===== config.mk =====
export PLATFORM = sky130hd
export DESIGN_NAME = target_image_decode
export DESIGN_NICKNAME = d
export VERILOG_FILES = /design/src/common/target_image_pkg.sv /design/src/logic/image_match.sv /design/src/logic/target_image_decode.sv
export SDC_FILE = /design/constraint.sdc
export NUM_CORES = 1
export LEC_CHECK = 0
export ABC_AREA = 1
export BUFFER_PORTS_ARGS = -buffer_cell sky130_fd_sc_hd__clkbuf_2
export CORE_ASPECT_RATIO = 1.4
export CORE_MARGIN = 3
export CORE_UTILIZATION = 30
export CTS_BUF_LIST = sky130_fd_sc_hd__clkbuf_4 sky130_fd_sc_hd__clkbuf_8
export DETAILED_ROUTE_END_ITERATION = 8
export GPL_ROUTABILITY_DRIVEN = 0
export SLEW_MARGIN = 25
export SYNTH_ARGS = -nofsm -noshare
export SYNTH_HDL_FRONTEND = slang
export SYNTH_SLANG_ARGS = --single-unit

===== constraint.sdc =====
create_clock -name clk -period 5.1 [get_ports clk]
set_clock_uncertainty 0.15 [all_clocks]
set_input_delay 0.765 -clock clk [delete_from_list [all_inputs] [get_ports clk]]
set_output_delay 0.765 -clock clk [all_outputs]
set_load 0.1 [all_outputs]

===== src/common/target_image_pkg.sv =====
`default_nettype none
package target_image_pkg;
  localparam int num_images = 2;
  // Register byte addresses
  localparam logic [8:0] off_image0_control = 9'h100;
  localparam logic [8:0] off_image0_address = 9'h104;
  localparam logic [8:0] off_image1_control = 9'h110;
  localparam logic [8:0] off_image1_address = 9'h114;
  // Control register field positions
  localparam int pos_enable = 31;
  localparam int pos_block_size = 24;
  localparam int pos_prefetch = 23;
  localparam int pos_burst = 22;
  localparam int pos_endian = 20;
  localparam int pos_tcode = 12;
  localparam int pos_dest_port_size = 10;
  localparam int pos_posted = 7;
  localparam int pos_space = 6;
  // Address register field positions
  localparam int pos_base = 16;
  localparam int pos_trans = 0;
  // Field widths and reset values
  localparam int bs_w = 4;
  localparam int tc_w = 4;
  localparam int ds_w = 2;
  localparam int half_w = 16;
  localparam logic [bs_w-1:0] bs_reset = 4'h0;
  localparam logic [tc_w-1:0] tc_reset = 4'h0;
  localparam logic [ds_w-1:0] ds_reset = 2'h0;
  localparam logic [half_w-1:0] half_reset = 16'h0000;
  // Port size codes
  localparam logic [ds_w-1:0] dest_port_size_32 = 2'h0;
  localparam logic [ds_w-1:0] dest_port_size_8 = 2'h1;
  localparam logic [ds_w-1:0] dest_port_size_16 = 2'h2;
  // Address space codes
  localparam logic space_memory = 1'b0;
  localparam logic space_io = 1'b1;
endpackage : target_image_pkg
`default_nettype wire


===== src/logic/image_match.sv =====
`default_nettype none
module image_match
  import target_image_pkg::*;
(
  input wire logic enable,
  input wire logic [bs_w-1:0] block_size,
  input wire logic space,
  input wire logic [half_w-1:0] base,
  input wire logic [half_w-1:0] translation_address,
  input wire logic [31:0] pci_addr,
  input wire logic pci_io,
  output logic hit,
  output logic [31:0] local_addr
);

  // Ones over the compared lines, AD31 down to AD(16+bs)
  function automatic logic [half_w-1:0] compare_mask(
    input logic [bs_w-1:0] bs
  );
    logic [half_w-1:0] m;
    m = '1;
    compare_mask = m << bs;
  endfunction : compare_mask

  logic [half_w-1:0] mask;
  logic [half_w-1:0] upper;

  always_comb begin
    mask = compare_mask(block_size);
    upper = pci_addr[31:16];
    hit = enable && (pci_io == space) &&
      ((upper & mask) == (base & mask));
    local_addr = {(translation_address & mask) | (upper & ~mask),
      pci_addr[15:0]};
  end

endmodule : image_match
`default_nettype wire


===== src/logic/target_image_decode.sv =====
`default_nettype none
module target_image_decode
  import target_image_pkg::*;
(
  input wire logic clk,
  input wire logic rst,
  input wire logic pci_rst,
  // Register port
  input wire logic reg_wr,
  input wire logic reg_rd,
  input wire logic [8:0] reg_addr,
  input wire logic [31:0] reg_wdata,
  output logic [31:0] reg_rdata,
  output logic reg_rd_valid,
  // Power-up and preload information
  input wire logic eeprom_loaded,
  input wire logic [num_images-1:0] eeprom_bar_enable,
  input wire logic [bs_w*num_images-1:0] eeprom_block_size,
  input wire logic pci_disable_strap,
  // PCI base address registers, kept elsewhere
  input wire logic [half_w*num_images-1:0] pci_bar_base,
  input wire logic [num_images-1:0] pci_bar_space,
  output logic [num_images-1:0] pci_bar_enable,
  // Global byte order from misc_control
  input wire logic local_byte_order,
  // PCI address phase
  input wire logic addr_valid,
  input wire logic [31:0] pci_addr,
  input wire logic pci_io,
  input wire logic pci_write,
  input wire logic pci_burst,
  // Forwarded access
  output logic fwd_valid,
  output logic [num_images-1:0] fwd_hit,
  output logic [31:0] fwd_addr,
  output logic [tc_w-1:0] fwd_tcode,
  output logic [ds_w-1:0] fwd_dest_port_size,
  output logic fwd_byte_order,
  output logic fwd_prefetch,
  output logic fwd_burst_write,
  output logic fwd_posted
);

  ////////////////////////////////////////////////////////////////////////////
  // Storage, general reset group
  logic [num_images-1:0] en, next_en;
  logic [num_images-1:0] prefetch_read_enable, next_prefetch_read_enable;
  logic [num_images-1:0] bwen, next_bwen;
  logic [num_images-1:0] inv, next_inv;
  logic [num_images-1:0] posted_write_enable, next_posted_write_enable;
  logic [tc_w-1:0] tcode [num_images];
  logic [tc_w-1:0] next_tcode [num_images];
  logic [ds_w-1:0] dest_port_size [num_images];
  logic [ds_w-1:0] next_dest_port_size [num_images];
  logic [half_w-1:0] trans [num_images];
  logic [half_w-1:0] next_trans [num_images];

  // Storage, PCI reset group
  logic [bs_w-1:0] bsize [num_images];
  logic [bs_w-1:0] next_bsize [num_images];
  logic [num_images-1:0] space, next_space;
  logic [half_w-1:0] base [num_images];
  logic [half_w-1:0] next_base [num_images];
  logic capture, next_capture;
  logic preload, next_preload;
  logic disable_latched, next_disable_latched;
  logic [num_images-1:0] bar_on, next_bar_on;

  // Effective views seen by decode and readback
  logic [num_images-1:0] space_eff;
  logic [half_w-1:0] base_eff [num_images];
  logic [num_images-1:0] shape_locked;

  function automatic logic is_ctl(input logic [8:0] a, input int i);
    is_ctl = (i == 0) ? (a == off_image0_control)
                      : (a == off_image1_control);
  endfunction : is_ctl

  function automatic logic is_adr(input logic [8:0] a, input int i);
    is_adr = (i == 0) ? (a == off_image0_address)
                      : (a == off_image1_address);
  endfunction : is_adr

  ////////////////////////////////////////////////////////////////////////////
  // Per-image register next values
  genvar gi;
  generate
    for (gi = 0; gi < num_images; gi++) begin : g_img
      always_comb begin
        shape_locked[gi] = preload && !disable_latched;
        // Locked space follows the BAR's own bit
        space_eff[gi] = shape_locked[gi] ? pci_bar_space[gi]
                                         : space[gi];
        base_eff[gi] = bar_on[gi]
          ? pci_bar_base[half_w*gi +: half_w] : base[gi];
      end

      always_comb begin
        next_en[gi] = en[gi];
        next_prefetch_read_enable[gi] = prefetch_read_enable[gi];
        next_bwen[gi] = bwen[gi];
        next_inv[gi] = inv[gi];
        next_posted_write_enable[gi] = posted_write_enable[gi];
        next_tcode[gi] = tcode[gi];
        next_dest_port_size[gi] = dest_port_size[gi];
        next_trans[gi] = trans[gi];
        if (reg_wr && is_ctl(reg_addr, gi)) begin
          next_en[gi] = reg_wdata[pos_enable];
          next_prefetch_read_enable[gi] = reg_wdata[pos_prefetch];
          next_bwen[gi] = reg_wdata[pos_burst];
          next_inv[gi] = reg_wdata[pos_endian];
          next_posted_write_enable[gi] = reg_wdata[pos_posted];
          next_tcode[gi] = reg_wdata[pos_tcode +: tc_w];
          next_dest_port_size[gi] = reg_wdata[pos_dest_port_size +: ds_w];
        end
        if (reg_wr && is_adr(reg_addr, gi)) begin
          next_trans[gi] = reg_wdata[pos_trans +: half_w];
        end
      end

      always_comb begin
        next_bsize[gi] = bsize[gi];
        next_space[gi] = space[gi];
        next_base[gi] = base[gi];
        if (capture) begin
          // Preload arrives once, just after PCI reset lets go
          if (eeprom_loaded) begin
            next_bsize[gi] = eeprom_block_size[bs_w*gi +: bs_w];
            next_space[gi] = pci_bar_space[gi];
          end
        end else begin
          if (reg_wr && is_ctl(reg_addr, gi) && !shape_locked[gi]) begin
            next_bsize[gi] = reg_wdata[pos_block_size +: bs_w];
            next_space[gi] = reg_wdata[pos_space];
          end
          if (reg_wr && is_adr(reg_addr, gi) && !bar_on[gi]) begin
            next_base[gi] = reg_wdata[pos_base +: half_w];
          end
        end
      end

      always_ff @(posedge clk or posedge rst) begin
        if (rst) begin
          en[gi] <= 1'b0;
          prefetch_read_enable[gi] <= 1'b0;
          bwen[gi] <= 1'b0;
          inv[gi] <= 1'b0;
          posted_write_enable[gi] <= 1'b0;
          tcode[gi] <= tc_reset;
          dest_port_size[gi] <= ds_reset;
          trans[gi] <= half_reset;
        end else begin
          en[gi] <= next_en[gi];
          prefetch_read_enable[gi] <= next_prefetch_read_enable[gi];
          bwen[gi] <= next_bwen[gi];
          inv[gi] <= next_inv[gi];
          posted_write_enable[gi] <= next_posted_write_enable[gi];
          tcode[gi] <= next_tcode[gi];
          dest_port_size[gi] <= next_dest_port_size[gi];
          trans[gi] <= next_trans[gi];
        end
      end

      always_ff @(posedge clk or posedge pci_rst) begin
        if (pci_rst) begin
          bsize[gi] <= bs_reset;
          space[gi] <= space_memory;
          base[gi] <= half_reset;
        end else begin
          bsize[gi] <= next_bsize[gi];
          space[gi] <= next_space[gi];
          base[gi] <= next_base[gi];
        end
      end
    end
  endgenerate

  ////////////////////////////////////////////////////////////////////////////
  // Strap and preload capture after PCI reset release
  always_comb begin
    next_capture = 1'b0;
    next_preload = preload;
    next_disable_latched = disable_latched;
    next_bar_on = bar_on;
    if (capture) begin
      next_preload = eeprom_loaded;
      next_disable_latched = pci_disable_strap;
      // No preload means the BAR cannot be enabled by the EEPROM
      next_bar_on = ({num_images{eeprom_loaded}} & eeprom_bar_enable)
        | {num_images{pci_disable_strap}};
    end
  end

  always_ff @(posedge clk or posedge pci_rst) begin
    if (pci_rst) begin
      capture <= 1'b1;
      preload <= 1'b0;
      disable_latched <= 1'b0;
      bar_on <= '0;
    end else begin
      capture <= next_capture;
      preload <= next_preload;
      disable_latched <= next_disable_latched;
      bar_on <= next_bar_on;
    end
  end

  ////////////////////////////////////////////////////////////////////////////
  // Register readback
  logic [31:0] next_rdata;
  logic next_rd_valid;
  logic [num_images-1:0] next_bar_enable;

  always_comb begin
    next_rdata = 32'h0000_0000;
    next_rd_valid = reg_rd;
    next_bar_enable = bar_on;
    for (int i = 0; i < num_images; i++) begin
      if (is_ctl(reg_addr, i)) begin
        next_rdata[pos_enable] = en[i];
        next_rdata[pos_block_size +: bs_w] = bsize[i];
        next_rdata[pos_prefetch] = prefetch_read_enable[i];
        next_rdata[pos_burst] = bwen[i];
        next_rdata[pos_endian] = inv[i];
        next_rdata[pos_tcode +: tc_w] = tcode[i];
        next_rdata[pos_dest_port_size +: ds_w] = dest_port_size[i];
        next_rdata[pos_posted] = posted_write_enable[i];
        next_rdata[pos_space] = space_eff[i];
      end
      if (is_adr(reg_addr, i)) begin
        next_rdata[pos_base +: half_w] = base_eff[i];
        next_rdata[pos_trans +: half_w] = trans[i];
      end
    end
    if (!reg_rd) begin
      next_rdata = 32'h0000_0000;
    end
  end

  always_ff @(posedge clk or posedge rst) begin
    if (rst) begin
      reg_rdata <= 32'h0000_0000;
      reg_rd_valid <= 1'b0;
      pci_bar_enable <= '0;
    end else begin
      reg_rdata <= next_rdata;
      reg_rd_valid <= next_rd_valid;
      pci_bar_enable <= next_bar_enable;
    end
  end

  ////////////////////////////////////////////////////////////////////////////
  // Address phase decode
  logic [num_images-1:0] hit;
  logic [31:0] xaddr [num_images];

  generate
    for (gi = 0; gi < num_images; gi++) begin : g_match
      image_match u_match (
        .enable(en[gi]),
        .block_size(bsize[gi]),
        .space(space_eff[gi]),
        .base(base_eff[gi]),
        .translation_address(trans[gi]),
        .pci_addr(pci_addr),
        .pci_io(pci_io),
        .hit(hit[gi]),
        .local_addr(xaddr[gi])
      );
    end
  endgenerate

  logic next_valid;
  logic [num_images-1:0] next_hit;
  logic [31:0] next_addr;
  logic [tc_w-1:0] next_tc;
  logic [ds_w-1:0] next_ds;
  logic next_order, next_prefetch, next_burst, next_posted;
  int sel;

  always_comb begin
    // Overlapping images: image 0 takes precedence
    sel = hit[0] ? 0 : 1;
    next_hit = addr_valid ? hit : '0;
    next_valid = addr_valid && (hit != '0);
    next_addr = 32'h0000_0000;
    next_tc = tc_reset;
    next_ds = ds_reset;
    next_order = 1'b0;
    next_prefetch = 1'b0;
    next_burst = 1'b0;
    next_posted = 1'b0;
    if (next_valid) begin
      next_addr = xaddr[sel];
      next_tc = tcode[sel];
      next_ds = dest_port_size[sel];
      next_order = local_byte_order ^ inv[sel];
      next_prefetch = prefetch_read_enable[sel] && !pci_write;
      next_burst = bwen[sel] && pci_write && pci_burst;
      next_posted = posted_write_enable[sel] && pci_write && !pci_io;
    end
  end

  always_ff @(posedge clk or posedge rst) begin
    if (rst) begin
      fwd_valid <= 1'b0;
      fwd_hit <= '0;
      fwd_addr <= 32'h0000_0000;
      fwd_tcode <= tc_reset;
      fwd_dest_port_size <= ds_reset;
      fwd_byte_order <= 1'b0;
      fwd_prefetch <= 1'b0;
      fwd_burst_write <= 1'b0;
      fwd_posted <= 1'b0;
    end else begin
      fwd_valid <= next_valid;
      fwd_hit <= next_hit;
      fwd_addr <= next_addr;
      fwd_tcode <= next_tc;
      fwd_dest_port_size <= next_ds;
      fwd_byte_order <= next_order;
      fwd_prefetch <= next_prefetch;
      fwd_burst_write <= next_burst;
      fwd_posted <= next_posted;
    end
  end

endmodule : target_image_decode
`default_nettype wire


Yosys cells after proc, flatten, opt, wreduce, memory -nomap -nowiden

Index checks and enable logic that the tools add are counted.

Register bits after elaboration: 181
Output and inout bits: 80
Bits of input ports: 129
Word-level logic and storage cells: 159

Shift operators: 2
Multiplexer cells: 59
Bitwise operators: 17
Equality and inequality tests: 9
Magnitude comparators: 2
Reductions and logical operators: 32

Operator list:

| cell                                                                   | count |
|---|---|
| 32-bit 2-to-1 mux                                                      | 7 |
| 16-bit AND                                                             | 8 |
| 4-bit 2-to-1 mux                                                       | 10 |
| 9-bit == test, second input constant                                   | 4 |
| 16-bit == test                                                         | 2 |
| 32-bit by 2-bit >= comparator with 1-bit output, second input constant | 1 |
| 16-bit 2-to-1 mux                                                      | 2 |
| 1-bit inverter with 32-bit output                                      | 1 |
| 16-bit inverter                                                        | 2 |
| 16-bit OR                                                              | 2 |
| 16-bit by 4-bit left shift with 16-bit output, first input constant    | 2 |
| 1-bit 2-to-1 mux                                                       | 29 |
| 6-bit 2-to-1 mux                                                       | 4 |
| 1-bit logical AND                                                      | 19 |
| 2-bit 2-to-1 mux                                                       | 7 |
| 2-bit AND reduction                                                    | 4 |
| 1-bit logical NOT                                                      | 6 |
| 2-bit nonzero test                                                     | 3 |
| 2-bit AND                                                              | 1 |
| 1-bit == test                                                          | 2 |
| 1-bit by 2-bit < comparator with 1-bit output, second input constant   | 1 |
| 2-bit != test, second input constant                                   | 1 |
| 2-bit OR                                                               | 1 |
| 1-bit inverter                                                         | 1 |
| 1-bit XOR                                                              | 1 |

Longest topological paths before layout

Depth in word-level cells: 13
Gate-level depth with buffers: 17
Gate-level depth less buffers: 15

Hierarchy

A second synthesis with hierarchy kept.

Cell total of the unflattened synthesis: 1322
Area total of the unflattened synthesis: 9765.6 µm²

By module, submodules not included:

| module              | instances | cells each | area each (µm²) | seq. area each (µm²) |
|---|---|---|---|---|
| target_image_decode | 1         | 1058       | 8304.2          | 4530.6 |
| image_match         | 2         | 132        | 730.7           | 0.0 |

Least setup slack after synthesis

No wires, ideal clock.

Path kind: input port to flip-flop
From: input reg_addr[7]
To: register base[4] in the netlist's numbering
Cell stages on the path: 10
Data arrival time: 2.017 ns
Setup time: 0.134 ns
Buffers on the path: 1
Setup slack: 2.799 ns
Required time: 4.816 ns
Cells stage by stage: or2_1 > nor3_2 > inv_1 > nor2_2 > inv_2 > nor2_8 > nand3_2 > clkbuf_1 > nand2_1 > o21ai_0

Word-level cells in the longest chain between the ends: 4

Ends and longest elaborated chain:

| item                                 | RTL line                   | RTL |
|---|---|---|
| start: declaration                   | target_image_decode.sv:11  | `input wire logic [8:0] reg_addr,` |
| 9-bit == test                        | target_image_decode.sv:81  | `: (a == off_image1_address);` |
| 1-bit logical AND (2 in a row)       | target_image_decode.sv:136 | `if (reg_wr && is_adr(reg_addr, gi) && !bar_on[gi]) begin` |
| 2-bit AND reduction (no source line) | --                         |  |
| end signal: indexed assignment       | target_image_decode.sv:168 | `base[gi] <= half_reset;` |
| end signal: indexed assignment       | target_image_decode.sv:172 | `base[gi] <= next_base[gi];` |
| end: declaration                     | target_image_decode.sv:62  | `logic [half_w-1:0] base [num_images];` |

No other way between the ends.
A chain may end at the register's enable or synchronous reset.

Final worst setup path

From: input reg_addr[7]
To: register base[8] in the netlist's numbering

The elaborated chain is that of the path after synthesis.

==> results by group <==
Status
  – Status: finished, final reports clean

STA
  – Final Hold Fails: 0
  – Slew Limit Fails: 0
  – Final Cycle Share: 0.632
  – Setup_tns: 0 ns
  – Tightest Pin Transition: 0.827 ns
  – Max Freq: 0.310 GHz
  – Minimum clock period: 3.22 ns
  – Final count of negative-setup-slack endpoints: 0
  – Slew headroom: 0.449
  – RSZ-0062 raised after global routing: false

Layout
  – Final core utilization: 0.364
  – Area growth from synthesis to layout: 18.9%
  – Share of layout cells above drive strength 1: 0.210
  – Nets: 1543
  – Design Area, Final: 0.0110 mm²

Synth
  – Xor/xnor share of the synthesized area: 0.00284
  – Synth top area share: 0.488
  – Synth top area cells: dfrtp_1 49%, nand2_1 17%, o21ai_0 7.9%
  – Register area share after synthesis: 0.491
  – Multiplexer share of the synthesized area: 0
  – Syn Nets: 1354
  – Cell count after synthesis: 1225
  – Post-synth top area cell: dfrtp_1
  – FF+latch count, synth: 181
  – Ys flop type: dfrtp_1
  – Dominant combinational cell family by area after synthesis: simple AND/OR/NAND/NOR gates
  – Ys async rst share: 1.00
  – Synth cell types: 42
  – Most common cell in the netlist: nand2_1
  – Synth cell count leaders: 422 x nand2_1, 180 x dfrtp_1, 146 x o21ai_0
  – Mean post-synth cell area: 7.54 µm²
  – Adder-cell area share of the yosys netlist: 0
  – Post-synthesis cell area: 0.00924 mm²
  – Post-synth EDFFs: 0
  – Synth Area in Simple Gates: 0.273
  – Warnings from Yosys: 0
  – Synth Area in Compound Gates: 0.138

Power
  – Sw power: 0.932 mW
  – Combinational share of power: 0.150
  – Power share of the clock group: 0.341
  – Switching part of the total: 0.311
  – Int Pwr: 2.06 mW
  – Sequential Power Share: 0.509
  – PwrDens: 273 mW/mm²
  – Leakage: 5.87 nW
  – VDD IR max: 159 µV

Clocking
  – Post-CTS Setup Inserts: 0
  – CTS tree: built
  – Clock-pin transition on the worst setup and hold timing paths: 0.09 ns
  – Post-cts sizing count: 0
  – Hold_buf cts: 0
  – Clk_lat worst skew: 0.50 ns
  – Clk sinks: 181
  – Clk Tree Root Cell: clkbuf_8
  – Total CTS buffers: 17
  – # H-tree levels: 4
  – CTS Buffer Depth: 2

Place
  – I/O Buffers: 208
  – DP HPWL: 24.5 mm
  – Placement Cell Area: 0.0105 mm²

Die
  – Die W: 154 µm
  – Core Area: 0.0301 mm²
  – Die Ht: 214 µm
  – Rows: 75
  – Starting Density: 0.307
  – Die area: 0.0330 mm²
  – IO Pins: 209

Detailed routing
  – Avg WL per Cell: 17.3 µm
  – Post-route ant nets: 0
  – DR pass1 iterations: 5
  – First DRT Iteration DRCs: 721
  – Via count: 8598
  – Avg Vias per Cell: 4.74
  – Final Routed Wirelength: 31.4 mm
  – Post-route DRC: 0

Worst setup path
  – CP max stage cell: nor2_2
  – Register-to-register setup slack: 1.97 ns
  – Crit path launch type: input port
  – Worst Path Required: 5.30 ns
  – CP Capture Type: flop
  – Max stage delay on crit path: 0.53 ns
  – Crit-path leading delay family: simple AND/OR/NAND/NOR gates
  – Cells along the critical path: clkbuf_2 > or2_1 > nor3_2 > inv_1 > nor2_2 > inv_2 > nor2_8 > nand3_2 > nand2_1 > o21ai_0
  – Bufs and invs on worst path: 3
  – Critical path class: in -> reg
  – Critical path peak fanout: 46
  – Worst EP arrival: 3.43 ns

Global routing
  – Gr usage total: 0.190
  – Overflow left after global routing: 0
  – Antenna violations before repair: 4
  – Largest net degree at the start of global routing: 98
  – Vias in the first global route: 8402
  – Global-route wire length before repair: 47.8 mm

Worst hold path
  – Worst Hold Class: in -> async

Flow run
  – Max-cap violation count: 0
[cells by family (layout without fill, tap and decap cells)]
| logic type | count (synthesis) | count (layout) |
|---|---|---|
| and+or+nand+nor | 598 | 598 |
| AOI/OAI and AO/OA | 241 | 241 |
| other | 1 | 4 |
| buffers and inverters | 201 | 403 |
| xor gates and xnor gates | 3 | 3 |
| DFF | 181 | 181 |
[layout by cell type (no fill, tap or decap), types with 2 or more instances in the layout]
master / count
xor2_1: 3
nor3_2: 3
clkinv_4: 3
o221ai_1: 9
buf_4: 8
o21ai_1: 27
clkinv_1: 2
nor2_1: 50
clkbuf_2: 208
inv_2: 4
o21ai_0: 146
nand3_2: 3
dfrtp_1: 179
nand4_1: 4
o211ai_1: 8
a31oi_1: 8
a21oi_1: 42
inv_1: 142
or2_2: 2
inv_8: 3
or2_1: 2
nand2_2: 9
diode_2: 3
clkinvlp_4: 2
clkinv_2: 3
clkbuf_8: 17
nor3_1: 3
inv_6: 6
nand3_1: 75
nand2_1: 422
nor2_2: 18
bufinv_16: 2
[cell type report]
cell class	instances	area, µm²
Clock inverter	14	164
Antenna cell	3	7.51
Tap cell	385	482
Inverter	154	601
Multi-Input combinational cell	843	3820
Sequential cell	181	4530
Clock buffer	18	241
Timing Repair Buffer	217	1130
Fill cell	3201	19100
[power by group through the flow]
stage | combinational (mW) | sequential (mW) | clock (mW)
finish | 0.448 | 1.52 | 1.02
global route | 0.507 | 1.53 | 1.12
CTS | 0.447 | 1.52 | 1.06
detailed placement | 0.445 | 1.55 | 0
global placement | 0.441 | 1.55 | 0
floorplan | 0.293 | 1.54 | 0
[state kept, by name (all words and copies together), names as in the netlist, 2 cells and up]
| signal | flops |
|---|---|
| fwd_tcode | 4 |
| inv | 2 |
| reg_rdata | 32 |
| fwd_dest_port_size | 2 |
| bsize | 8 |
| prefetch_read_enable | 2 |
| base | 32 |
| pci_bar_enable | 2 |
| trans | 32 |
| bwen | 2 |
| fwd_hit | 2 |
| bar_on | 2 |
| dest_port_size | 4 |
| tcode | 8 |
| fwd_addr | 32 |
| en | 2 |
| space | 2 |
| posted_write_enable | 2 |
[final timing paths]
check                      depth (start not counted)                endpoint             startpoint
max                                               10     base[8]$_DFFE_PP0P_            reg_addr[7]
min                                                2  reg_rdata[1]$_DFF_PP0_                    rst
max reg2reg                                       10  fwd_tcode[3]$_DFF_PP0_  bar_on[1]$_DFFE_PP0P_
min reg2reg                                        2    base[16]$_DFFE_PP0P_   base[16]$_DFFE_PP0P_
max in group asynchronous                          4   fwd_addr[7]$_DFF_PP0_                    rst
min in group clk                                   3   fwd_addr[0]$_DFF_PP0_            pci_addr[0]
[metrics by stage]
step	total power, mW	hold slack (ns)	instances	setup WS (ns)
CTS	3.03	0.241	1811	1.84
detailed placement	2.00	0.324	1779	1.40
global placement	1.99	0.317	1779	1.49
floorplan	1.83	0.224	1225	0.602
finish	3.00	0.0679	1815	1.88
global route	3.15	0.0575	1815	1.60
[layer usage]
layer  up-vias  part of all wire  GRT usage
li1       4258                 -          -
met1      3988              0.40      0.227
met2       287              0.50      0.327
met3        63             0.056     0.0331
met4         2             0.044     0.0990
met5         -           0.00032          0
Note: power is estimated with default switching activity, not from simulation.
